**config.mk**
```make
export PLATFORM = sky130hd
export DESIGN_NAME = lpq_lowpower_timer
export DESIGN_NICKNAME = d
export VERILOG_FILES = /design/src/lpq_pkg.sv /design/src/lpq_quad_decode.sv /design/src/lpq_tick_gen.sv /design/src/lpq_lowpower_timer.sv
export SDC_FILE = /design/constraint.sdc
export NUM_CORES = 1
export LEC_CHECK = 0
export BUFFER_PORTS_ARGS = -buffer_cell sky130_fd_sc_hd__buf_2
export CORE_ASPECT_RATIO = 1.75
export CORE_MARGIN = 5
export CORE_UTILIZATION = 58
export CTS_BUF_LIST = sky130_fd_sc_hd__clkbuf_8
export CTS_CLUSTER_DIAMETER = 50
export DETAILED_ROUTE_END_ITERATION = 7
export GPL_TIMING_DRIVEN = 1
export PLACE_DENSITY = 0.75
export SYNTH_ARGS = -nofsm -noshare
export SYNTH_HDL_FRONTEND = slang
export SYNTH_SLANG_ARGS = --single-unit
```
**constraint.sdc**
```tcl
create_clock -name I_CLK -period 11.4 [get_ports I_CLK]
set_clock_uncertainty 0.2 [all_clocks]
set_input_delay 1.71 -clock I_CLK [delete_from_list [all_inputs] [get_ports I_CLK]]
set_output_delay 1.71 -clock I_CLK [all_outputs]
set_load 0.02 [all_outputs]
```
**src/lpq_pkg.sv**
```systemverilog
// Shared offsets, field positions, reset values and the run state type of the low-power timer
package lpq_pkg;

	// Register byte offsets
	localparam int unsigned     ADDR_W          = 12;
	localparam logic [11:0]     OFS_STATUS      = 12'h000;
	localparam logic [11:0]     OFS_CLEAR       = 12'h004;
	localparam logic [11:0]     OFS_ENABLE      = 12'h008;
	localparam logic [11:0]     OFS_CONFIG      = 12'h00C;
	localparam logic [11:0]     OFS_CONTROL     = 12'h010;
	localparam logic [11:0]     OFS_COMPARE     = 12'h014;
	localparam logic [11:0]     OFS_RELOAD      = 12'h018;
	localparam logic [11:0]     OFS_COUNTER     = 12'h01C;

	// Configuration fields
	localparam int unsigned     CFG_ORIGIN_LO   = 25;
	localparam int unsigned     CFG_QUAD_ON     = 24;
	localparam int unsigned     CFG_COUNT_SRC   = 23;
	localparam int unsigned     CFG_DEFER       = 22;
	localparam int unsigned     CFG_INVERT      = 21;
	localparam int unsigned     CFG_WAVE        = 20;
	localparam int unsigned     CFG_TRIG_RST    = 19;
	localparam int unsigned     CFG_TRIGEN_LO   = 17;
	localparam int unsigned     CFG_DIV_LO      = 9;
	localparam int unsigned     CFG_EDGE_LO     = 1;
	localparam int unsigned     CFG_TICK_SRC    = 0;
	localparam logic [31:0]     CFG_WR_MASK     = 32'h07FE_EEDF;
	localparam logic [31:0]     CFG_RESET       = 32'h0000_0000;

	// Status, clear and enable bit positions
	localparam int unsigned     IRQ_CMPM        = 0;
	localparam int unsigned     IRQ_ARRM        = 1;
	localparam int unsigned     IRQ_UP          = 5;
	localparam int unsigned     IRQ_DOWN        = 6;
	localparam logic [31:0]     IRQ_MASK        = 32'h0000_0063;

	// Control bits
	localparam int unsigned     CTL_EN          = 0;
	localparam int unsigned     CTL_SNG         = 1;
	localparam int unsigned     CTL_CNT         = 2;
	localparam int unsigned     CTL_SRST        = 3;
	localparam int unsigned     CTL_ARST        = 4;
	localparam logic [31:0]     CTRL_RESET      = 32'h0000_0018;

	// Field codes
	localparam logic [1:0]      EDGE_A          = 2'h0;
	localparam logic [1:0]      EDGE_B          = 2'h1;
	localparam logic [1:0]      EDGE_AB         = 2'h2;
	localparam logic [1:0]      ORG_EXT_SLOW    = 2'h2;
	localparam logic [1:0]      ORG_INT_SLOW    = 2'h3;
	localparam logic [1:0]      TRIG_SOFTWARE   = 2'h0;

	typedef enum logic [1:0] {
		RUN_OFF,
		RUN_ARMED,
		RUN_ACTIVE
	} lpq_run_t;

endpackage : lpq_pkg

```
**src/lpq_quad_decode.sv**
```systemverilog
// Encoder input edge detection and quadrature direction decode
`timescale 1ns/100ps
`default_nettype none
module lpq_quad_decode
	import lpq_pkg::*;
(
	input  wire logic       i_clk,
	input  wire logic       i_reset,
	input  wire logic       i_in_a,
	input  wire logic       i_in_b,
	input  wire logic [1:0] i_edge_select,
	output logic            o_count_up,
	output logic            o_count_down,
	output logic            o_a_rise,
	output logic            o_a_fall
);

	typedef struct packed {
		logic primed;
		logic last_a;
		logic last_b;
	} lpq_qd_state_t;

	lpq_qd_state_t s;
	lpq_qd_state_t next_s;

	// Returns {up, down}; up on rise while other is high, or fall while it is low
	function automatic logic [1:0] step(input logic rise, input logic fall, input logic other);
		step = {(rise & other) | (fall & ~other), (rise & ~other) | (fall & other)};
	endfunction : step

	logic       a_rise;
	logic       a_fall;
	logic       b_rise;
	logic       b_fall;
	logic [1:0] dir_a;
	logic [1:0] dir_b;
	logic [1:0] dir;

	always_comb begin
		next_s        = '{primed: 1'b1, last_a: i_in_a, last_b: i_in_b};
		// No edge is seen on the first cycle after reset, the history is not valid yet
		a_rise        = s.primed & i_in_a & ~s.last_a;
		a_fall        = s.primed & ~i_in_a & s.last_a;
		b_rise        = s.primed & i_in_b & ~s.last_b;
		b_fall        = s.primed & ~i_in_b & s.last_b;
		dir_a         = step(a_rise, a_fall, ~i_in_b);
		dir_b         = step(b_rise, b_fall, i_in_a);
		unique case (i_edge_select)
			EDGE_A:  dir = dir_a;
			EDGE_B:  dir = dir_b;
			EDGE_AB: dir = dir_a | dir_b;
			default: dir = 2'b00;
		endcase
		// Both inputs moving together is out of spec; with both edges selected neither direction is counted
		o_count_up    = dir[1] & ~dir[0];
		o_count_down  = dir[0] & ~dir[1];
		o_a_rise      = a_rise;
		o_a_fall      = a_fall;
	end

	always_ff @(posedge i_clk or posedge i_reset) begin
		if (i_reset) begin
			s <= '0;
		end else begin
			s <= next_s;
		end
	end

endmodule : lpq_quad_decode
`default_nettype wire

```
**src/lpq_tick_gen.sv**
```systemverilog
// Internal clock origin select and tick divider
`timescale 1ns/100ps
`default_nettype none
module lpq_tick_gen
	import lpq_pkg::*;
(
	input  wire logic       i_clk,
	input  wire logic       i_reset,
	input  wire logic       i_ext_slow,
	input  wire logic       i_int_slow,
	input  wire logic [1:0] i_origin,
	input  wire logic [2:0] i_divider,
	input  wire logic       i_run,
	output logic            o_tick
);

	typedef struct packed {
		logic       last_ext;
		logic       last_int;
		logic [6:0] div_cnt;
	} lpq_tg_state_t;

	lpq_tg_state_t s;
	lpq_tg_state_t next_s;
	logic          internal_clock_tick;
	logic [6:0]    div_limit;

	always_comb begin
		next_s          = s;
		next_s.last_ext = i_ext_slow;
		next_s.last_int = i_int_slow;
		unique case (i_origin)
			ORG_EXT_SLOW: internal_clock_tick = i_ext_slow & ~s.last_ext;
			ORG_INT_SLOW: internal_clock_tick = i_int_slow & ~s.last_int;
			default:      internal_clock_tick = 1'b1;
		endcase
		div_limit = 7'((8'd1 << i_divider) - 8'd1);
		o_tick    = 1'b0;
		// Divider restarts with each run so the first period is always whole
		if (!i_run) begin
			next_s.div_cnt = '0;
		end else if (internal_clock_tick) begin
			if (s.div_cnt >= div_limit) begin
				next_s.div_cnt = '0;
				o_tick         = 1'b1;
			end else begin
				next_s.div_cnt = s.div_cnt + 7'd1;
			end
		end
	end

	always_ff @(posedge i_clk or posedge i_reset) begin
		if (i_reset) begin
			s <= '0;
		end else begin
			s <= next_s;
		end
	end

endmodule : lpq_tick_gen
`default_nettype wire

```
**src/lpq_lowpower_timer.sv**
```systemverilog
// Low-power timer core: register file, counter, quadrature counting and waveform output
`timescale 1ns/100ps
`default_nettype none
module lpq_lowpower_timer
	import lpq_pkg::*;
#(
	parameter int unsigned CNT_W = 16
) (
	input  wire logic              I_CLK,
	input  wire logic              I_RESET,
	input  wire logic              I_PSEL,
	input  wire logic              I_PENABLE,
	input  wire logic              I_PWRITE,
	input  wire logic [ADDR_W-1:0] I_PADDR,
	input  wire logic [31:0]       I_PWDATA,
	output logic      [31:0]       O_PRDATA,
	output logic                   O_PREADY,
	output logic                   O_PSLVERR,
	input  wire logic              I_ENCODER_INPUT_A,
	input  wire logic              I_ENCODER_INPUT_B,
	input  wire logic              I_EXTERNAL_SLOW_OSC,
	input  wire logic              I_INTERNAL_SLOW_OSC,
	input  wire logic              I_TRIGGER,
	input  wire logic              I_DEBUG_HALT,
	input  wire logic              I_DEBUG_CONTROL_REG,
	output logic                   O_WAVE,
	output logic                   O_IRQ
);

	localparam logic [CNT_W-1:0] CNT_ONE = CNT_W'(1);

	typedef struct packed {
		logic [31:0]      cfg;
		logic [31:0]      ier;
		logic [31:0]      isr;
		logic             enable;
		logic             single_mode;
		lpq_run_t         run;
		logic [CNT_W-1:0] cnt;
		logic [CNT_W-1:0] cmp;
		logic [CNT_W-1:0] reload_limit;
		logic [CNT_W-1:0] cmp_pend;
		logic [CNT_W-1:0] arr_pend;
		logic             cmp_pending;
		logic             arr_pending;
		logic             set_latched;
		logic             dir_known;
		logic             last_up;
		logic [31:0]      prdata;
		logic             pready;
		logic             pslverr;
		logic             wave;
		logic             irq;
	} lpq_top_state_t;

	lpq_top_state_t s;
	lpq_top_state_t next_s;

	logic q_up;
	logic q_down;
	logic a_rise;
	logic a_fall;
	logic div_tick;

	// Word-aligned offsets up to the counter answer; all else is refused
	function automatic logic is_mapped(input logic [ADDR_W-1:0] addr);
		is_mapped = (addr[1:0] == 2'b00) && (addr <= OFS_COUNTER);
	endfunction : is_mapped

	lpq_quad_decode u_quad (
		.i_clk         (I_CLK),
		.i_reset       (I_RESET),
		.i_in_a        (I_ENCODER_INPUT_A),
		.i_in_b        (I_ENCODER_INPUT_B),
		.i_edge_select (s.cfg[CFG_EDGE_LO +: 2]),
		.o_count_up    (q_up),
		.o_count_down  (q_down),
		.o_a_rise      (a_rise),
		.o_a_fall      (a_fall)
	);

	// The divider sits in reset outside an active run
	lpq_tick_gen u_tick (
		.i_clk      (I_CLK),
		.i_reset    (I_RESET),
		.i_ext_slow (I_EXTERNAL_SLOW_OSC),
		.i_int_slow (I_INTERNAL_SLOW_OSC),
		.i_origin   (s.cfg[CFG_ORIGIN_LO +: 2]),
		.i_divider  (s.cfg[CFG_DIV_LO +: 3]),
		.i_run      (s.run == RUN_ACTIVE),
		.o_tick     (div_tick)
	);

	logic             setup;
	logic             wr;
	logic [31:0]      set_flags;
	logic [31:0]      clr_flags;
	logic             frozen;
	logic             quad;
	logic             a_event;
	logic             count_event;
	logic             period_end;
	logic             start_req;
	logic [CNT_W-1:0] wdata_cnt;
	logic [1:0]       edge_sel;

	always_comb begin
		next_s      = s;
		set_flags   = '0;
		clr_flags   = '0;
		period_end  = 1'b0;
		start_req   = 1'b0;
		wdata_cnt   = I_PWDATA[CNT_W-1:0];
		edge_sel    = s.cfg[CFG_EDGE_LO +: 2];
		setup       = I_PSEL & ~I_PENABLE;
		wr          = I_PSEL & I_PENABLE & s.pready & I_PWRITE & ~s.pslverr;
		// Encoder edges seen while frozen are lost, not replayed later
		frozen      = I_DEBUG_HALT & I_DEBUG_CONTROL_REG;
		quad        = s.enable & s.cfg[CFG_QUAD_ON];

		// Input A as count clock shares the edge field with the quadrature edge select
		unique case (edge_sel)
			2'h0:    a_event = a_rise;
			2'h1:    a_event = a_fall;
			2'h2:    a_event = a_rise | a_fall;
			default: a_event = 1'b0;
		endcase
		if (s.cfg[CFG_COUNT_SRC] || s.cfg[CFG_TICK_SRC]) begin
			count_event = a_event;
		end else begin
			count_event = div_tick;
		end

		// Bus slave: answer registered in setup, presented in access phase
		next_s.pready  = setup;
		next_s.pslverr = setup & ~is_mapped(I_PADDR);
		next_s.prdata  = '0;
		if (setup) begin
			unique case (I_PADDR)
				OFS_STATUS:  next_s.prdata = s.isr;
				OFS_ENABLE:  next_s.prdata = s.ier;
				OFS_CONFIG:  next_s.prdata = s.cfg;
				OFS_CONTROL: next_s.prdata = CTRL_RESET | {29'h0, 2'b00, s.enable};
				OFS_COMPARE: next_s.prdata = 32'(s.cmp);
				OFS_RELOAD:  next_s.prdata = 32'(s.reload_limit);
				OFS_COUNTER: next_s.prdata = 32'(s.cnt);
				default:     next_s.prdata = '0;
			endcase
		end

		// Register writes
		if (wr) begin
			unique case (I_PADDR)
				OFS_CLEAR: begin
					clr_flags = I_PWDATA & IRQ_MASK;
				end
				OFS_ENABLE: begin
					next_s.ier = I_PWDATA & IRQ_MASK;
				end
				OFS_CONFIG: begin
					// Changing the mode under a running counter is not supported
					if (!s.enable) begin
						next_s.cfg = I_PWDATA & CFG_WR_MASK;
					end
				end
				OFS_CONTROL: begin
					next_s.enable = I_PWDATA[CTL_EN];
					if (!I_PWDATA[CTL_EN]) begin
						next_s.run = RUN_OFF;
					end else if (I_PWDATA[CTL_SNG] || I_PWDATA[CTL_CNT]) begin
						next_s.single_mode = I_PWDATA[CTL_SNG];
						start_req          = (s.run == RUN_OFF);
					end
					if (!I_PWDATA[CTL_SRST] || !I_PWDATA[CTL_ARST]) begin
						next_s.cnt = '0;
					end
				end
				OFS_COMPARE: begin
					if (s.cfg[CFG_DEFER] && s.run == RUN_ACTIVE) begin
						next_s.cmp_pend    = wdata_cnt;
						next_s.cmp_pending = 1'b1;
					end else begin
						next_s.cmp = wdata_cnt;
					end
				end
				OFS_RELOAD: begin
					if (s.cfg[CFG_DEFER] && s.run == RUN_ACTIVE) begin
						next_s.arr_pend    = wdata_cnt;
						next_s.arr_pending = 1'b1;
					end else begin
						next_s.reload_limit = wdata_cnt;
					end
				end
				default: begin
				end
			endcase
		end

		if (start_req) begin
			next_s.set_latched = 1'b0;
			if (s.cfg[CFG_TRIGEN_LO +: 2] == TRIG_SOFTWARE) begin
				next_s.run = RUN_ACTIVE;
				next_s.cnt = '0;
			end else begin
				next_s.run = RUN_ARMED;
			end
		end

		// External trigger starts an armed timer or restarts a running one
		if (I_TRIGGER && s.enable && !start_req) begin
			if (s.run == RUN_ARMED) begin
				next_s.run = RUN_ACTIVE;
				next_s.cnt = '0;
			end else if (s.run == RUN_ACTIVE && s.cfg[CFG_TRIG_RST]) begin
				next_s.cnt = '0;
			end
		end

		if (quad && !frozen) begin
			// Counting follows the encoder regardless of start state
			if (q_up) begin
				if (s.cnt >= s.reload_limit) begin
					next_s.cnt = '0;
					period_end = 1'b1;
				end else begin
					next_s.cnt = s.cnt + CNT_ONE;
				end
				if (!s.dir_known || !s.last_up) begin
					set_flags[IRQ_UP] = 1'b1;
				end
				next_s.dir_known = 1'b1;
				next_s.last_up   = 1'b1;
			end else if (q_down) begin
				if (s.cnt == '0) begin
					next_s.cnt = s.reload_limit;
					period_end = 1'b1;
				end else begin
					next_s.cnt = s.cnt - CNT_ONE;
				end
				if (!s.dir_known || s.last_up) begin
					set_flags[IRQ_DOWN] = 1'b1;
				end
				next_s.dir_known = 1'b1;
				next_s.last_up   = 1'b0;
			end
		end else if (!quad && s.run == RUN_ACTIVE && count_event && !frozen) begin
			if (s.cnt >= s.reload_limit) begin
				next_s.cnt          = '0;
				period_end          = 1'b1;
				set_flags[IRQ_ARRM] = 1'b1;
				if (s.single_mode) begin
					// Set-once waveform fires a single time; later triggers are ignored
					if (s.cfg[CFG_WAVE] || s.cfg[CFG_TRIGEN_LO +: 2] == TRIG_SOFTWARE) begin
						next_s.run = RUN_OFF;
					end else begin
						next_s.run = RUN_ARMED;
					end
				end
			end else begin
				next_s.cnt = s.cnt + CNT_ONE;
			end
			if (s.cnt == s.cmp) begin
				set_flags[IRQ_CMPM] = 1'b1;
			end
		end

		// Deferred values land together at the period boundary
		if (period_end) begin
			if (s.cmp_pending) begin
				next_s.cmp         = s.cmp_pend;
				next_s.cmp_pending = 1'b0;
			end
			if (s.arr_pending) begin
				next_s.reload_limit         = s.arr_pend;
				next_s.arr_pending = 1'b0;
			end
		end

		// Disabling drops deferred values so nothing stale lands after re-enable
		if (!next_s.enable) begin
			next_s.cmp_pending = 1'b0;
			next_s.arr_pending = 1'b0;
		end

		// A hardware event in the clearing cycle survives the clear
		next_s.isr = (s.isr & ~clr_flags) | set_flags;
		next_s.irq = |(next_s.isr & next_s.ier);

		if (s.cfg[CFG_WAVE] && s.run == RUN_ACTIVE && next_s.cnt >= next_s.cmp) begin
			next_s.set_latched = 1'b1;
		end
		if (next_s.cfg[CFG_WAVE]) begin
			next_s.wave = next_s.set_latched ^ next_s.cfg[CFG_INVERT];
		end else begin
			next_s.wave = (next_s.cnt >= next_s.cmp) ^ next_s.cfg[CFG_INVERT];
		end
	end

	always_ff @(posedge I_CLK or posedge I_RESET) begin
		if (I_RESET) begin
			s <= '0;
		end else begin
			s <= next_s;
		end
	end

	assign O_PRDATA  = s.prdata;
	assign O_PREADY  = s.pready;
	assign O_PSLVERR = s.pslverr;
	assign O_WAVE    = s.wave;
	assign O_IRQ     = s.irq;

endmodule : lpq_lowpower_timer
`default_nettype wire

```
==> results <==
- The async set-reset flop share out of synthesis is 1.00.
- The run finished with clean final reports.
- For this run, the total global-route usage over all layers was measured as 0.294.
- In the finished design, the share of the clock period the worst path needs comes to 0.634.
- Port buffering added 79 buffers.
- The final global-route overflow total is 0.
- The wire length per cell after detailed routing is 23.1 µm.
- The reg-to-reg setup timing slack is 4.22 ns.
- The critical path data arrival time is 7.39 ns.
- The number of optimization iterations in the first detailed-route pass is 5.
- The number of sinks handled by clock tree synthesis is 162.
- The type of origin of the critical path is an input port.
- The highest achievable clock rate is 0.138 GHz.
- The total vias in the final route is 8001.
- The post-CTS resize count is 0.
- VDD sags by at most 58.1 µV.
- Clock latency on the worst-skew pair, taken at its later pin, is 0.47 ns.
- Entering global routing, the biggest net connects 96 pins.
- The Yosys step of the flow raised 0 warnings.
- The normalized max-slew margin is 0.192.
- The final sum of negative setup slack is 0 ns.
- The cell area that synthesis handed to floorplanning was 10200 µm².
- In the post-synthesis netlist, the cell with the most instances is sky130_fd_sc_hd__dfrtp_1.
- Among all stages on the critical path, the largest delay is contributed by sky130_fd_sc_hd__a2111oi_0.
- The number of DRC markers after the initial detailed-route iteration is 683.
- For the pin with the worst max-slew slack, the measured transition is 1.18 ns.
- The beginning of the critical path is I_ENCODER_INPUT_B.
- The commonest register cell after synthesis is sky130_fd_sc_hd__dfrtp_1.
- In the synthesized netlist, the cells that appear most often are sky130_fd_sc_hd__dfrtp_1 (162), sky130_fd_sc_hd__mux2_2 (106), sky130_fd_sc_hd__a21oi_1 (53), sky130_fd_sc_hd__nor2_1 (53), sky130_fd_sc_hd__ha_1 (46).
- The final max-slew violation count was 0.
- The minimum clock period is 7.23 ns.
- The synthesized area per cell is 10.4 µm².
- The first global-routing pass estimated 44600 µm of wire.
- In the synthesized netlist, the number of instances is 979.
- The sink of the worst hold path is s[122]$_DFF_PP0_.
- In this run the most critical hold path is launched from s[123]$_DFFE_PP0P_.
- The number of buffers created by CTS is 17.
- The count of endpoints failing hold in the final timing report is 0.
- For this configuration, the core starts out at a cell density of 0.586.
- Counting the fill cells in the layout gives 1464.
- Setup repair after global routing left no endpoint under its margin.
- The number of antenna violations at the first check in global routing is 0.
- The longest clock path from root to sink contains 2 buffers.
- Clock-pin slew was measured on the worst setup and hold paths at 0.10 ns.
- The distinct cell type count of the synthesized netlist is 88.
- The H-tree generated during clock tree synthesis spans 4 levels.
- The number of synthesized register bits is 162.
- For this design the static power due to leakage is 5.13 nW.
- Once detail routing completed, the nets flagged for antenna violations numbered 0.
- The worst setup path is captured at a register.
- In this run the core area contains 64 standard-cell rows.
- Dividing total power by cell area gives a power density of 100 nW/µm².
- Setup violations remaining at the end of the flow were counted as 0.
- The largest stage delay on the critical path is 1.08 ns.
- The share of the Yosys chip area taken by registers is 0.398.
- Of the cells placed in the final design, the portion with a size suffix greater than 1 is 0.266.
- The final antenna diode count is 0.
- The largest fanout on the critical path is 31.
- The count of pins on the block boundary is 92.
- Measured along the y axis, the die boundary spans 185 µm.
- At the end of routability-driven placement, the weighted congestion stood at 0.997.
- The CTS tree is built.
- The startpoint of the lowest-slack register-to-register path is s[198]$_DFFE_PP0P_.
- The critical path goes through buf_2, nand3b_1, nand2_1, nor2_1, a31o_2, inv_1, ha_1, inv_1, nand2_1, nor3_1, a31o_2, o21ai_4, buf_4, mux2_1, ha_1, nand2b_1, a2111oi_0, o21a_1, o21ai_0, a2111oi_0, o22ai_1, xor2_1.
- For this block, the routed nets add up to 28800 µm of wire.
- The area growth from synthesis to layout is 6.35%.
- The hold-fix buffer count after cts is 0.
- The post-layout utilization of the core is 0.623.
- The type of the setup path with the least slack is input port to register.
- The core region is 17400 µm².
- The worst hold-check path type is register to register.
- Of all cell types, the one taking the most synthesized area is sky130_fd_sc_hd__dfrtp_1.
- The number of cells on the worst reg-to-reg path is 21.
- The detailed-route DRC error count is 0.
- The max-cap check violation count is 0.
- Along the worst hold path, the cell count comes to 1.
- The die covers 20400 µm².
- The final layout net count is 1105.
- CTS placed an instance of sky130_fd_sc_hd__clkbuf_8 at the clock tree root.
- The die width is 110 µm.
- The number of global-route vias before repair is 8045.
- Detailed placement finished with a half-perimeter wire length of 20900 µm.
- The number of enable-type register cells in the synthesized netlist is 0.
- In this run the critical register-to-register path is captured at O_WAVE$_DFF_PP0_.
- Once the clock tree was built, the setup fixing pass inserted 0 buffers.
- The fraction of synthesized cell area taken by the top area cell type is 0.398.
- The number of vias per cell after detailed routing is 6.42.
- The worst endpoint required time is 11.56 ns.
- By area the synthesized netlist is led by sky130_fd_sc_hd__dfrtp_1 (40%), sky130_fd_sc_hd__mux2_2 (12%), sky130_fd_sc_hd__ha_1 (5.7%).
-- critical path: cells and delay by family --
family          cells  cell delay, ns
compound gates      8            2.76
simple gates        6            0.84
buf+inv             4            0.80
fa+ha+maj           2            0.67
mux                 1            0.40
xor+xnor            1            0.20
-- per-layer routing --
| layer | wire (µm) | GRT usage | up-vias |
|---|---|---|---|
| met3 | 1720 | 0.0485 | 116 |
| met2 | 14700 | 0.508 | 353 |
| met5 | 0 | 0 | - |
| met4 | 2200 | 0.200 | 0 |
| li1 | - | - | 3619 |
| met1 | 10100 | 0.322 | 3913 |
-- through the flow --
stage / hold WS [ns] / cell area, µm² / instances / setup slack (ns) / power, mW
after floorplan: 0.240 / 10200 / 984 / 5.11 / 0.658
after global placement: 0.255 / 10500 / 1215 / 3.84 / 0.690
after detailed placement: 0.262 / 10500 / 1215 / 3.80 / 0.691
after CTS: 0.277 / 10800 / 1246 / 4.28 / 1.09
after global routing: 0.292 / 10800 / 1246 / 3.68 / 1.13
final: 0.284 / 10800 / 1246 / 4.17 / 1.09
-- layout by cell type, fill, tap and decap left out, types with 13 or more instances in the layout --
master | netlist | routed
sky130_fd_sc_hd__a21oi_1 | 53 | 52
sky130_fd_sc_hd__a22oi_1 | 27 | 27
sky130_fd_sc_hd__and3_1 | 19 | 19
sky130_fd_sc_hd__buf_2 | 8 | 79
sky130_fd_sc_hd__clkbuf_8 | 0 | 17
sky130_fd_sc_hd__dfrtp_1 | 162 | 162
sky130_fd_sc_hd__ha_1 | 46 | 46
sky130_fd_sc_hd__inv_1 | 29 | 28
sky130_fd_sc_hd__mux2_2 | 106 | 106
sky130_fd_sc_hd__mux2i_1 | 22 | 22
sky130_fd_sc_hd__nand2_1 | 45 | 45
sky130_fd_sc_hd__nand3_1 | 23 | 23
sky130_fd_sc_hd__nand4_1 | 13 | 13
sky130_fd_sc_hd__nor2_1 | 53 | 53
sky130_fd_sc_hd__nor3_1 | 20 | 20
sky130_fd_sc_hd__o21ai_0 | 44 | 44
sky130_fd_sc_hd__xnor2_1 | 20 | 20
-- power breakdown --
group | leakage (nW) | switching [mW] | total [mW] | internal, mW
sequential | 2.21 | 0.0122 | 0.590 | 0.578
clock | 0.181 | 0.231 | 0.406 | 0.174
combinational | 2.74 | 0.0599 | 0.0905 | 0.0307
-- cell families (layout without fill, tap and decap cells) --
group / Yosys count / in the layout / synth area share
fa+ha+maj: 46 / 46 / 0.0565
xor+xnor: 32 / 32 / 0.0275
other cells: 2 / 7 / 0.000738
simple gates: 249 / 249 / 0.140
flops: 162 / 162 / 0.398
buf+inv: 117 / 148 / 0.0600
mux: 149 / 149 / 0.166
compound gates: 222 / 222 / 0.152
-- flip-flops by register name (all words and copies together) (netlist names) --
name	flops
u_quad.s	3
edge_sel	2
O_PSLVERR	1
O_PRDATA	26
u_tick.s	9
s	118
O_PREADY	1
O_IRQ	1
O_WAVE	1
-- worst max-delay path by stage --
stage | endpoint | cells after the start | slack [ns]
after CTS | O_WAVE$_DFF_PP0_ | 21 | 4.28
after floorplan | O_IRQ$_DFF_PP0_ | 1 | 5.11
after global placement | O_WAVE$_DFF_PP0_ | 22 | 3.84
after detailed placement | O_WAVE$_DFF_PP0_ | 22 | 3.80
final | O_WAVE$_DFF_PP0_ | 22 | 4.17
after global routing | O_WAVE$_DFF_PP0_ | 22 | 3.68
-- layout make-up --
| cell class | instances | area, µm² | share of cell area |
|---|---|---|---|
| clock inverters | 14 | 131 | 0.0121 |
| well taps | 231 | 289 | 0.0267 |
| inverters | 30 | 118 | 0.0109 |
| clock buffers | 17 | 234 | 0.0216 |
| multi-input cells | 705 | 5550 | 0.512 |
| repair buffers | 87 | 455 | 0.0421 |
| flip-flops and latches | 162 | 4050 | 0.374 |
Power figures use the tool's default switching activity.
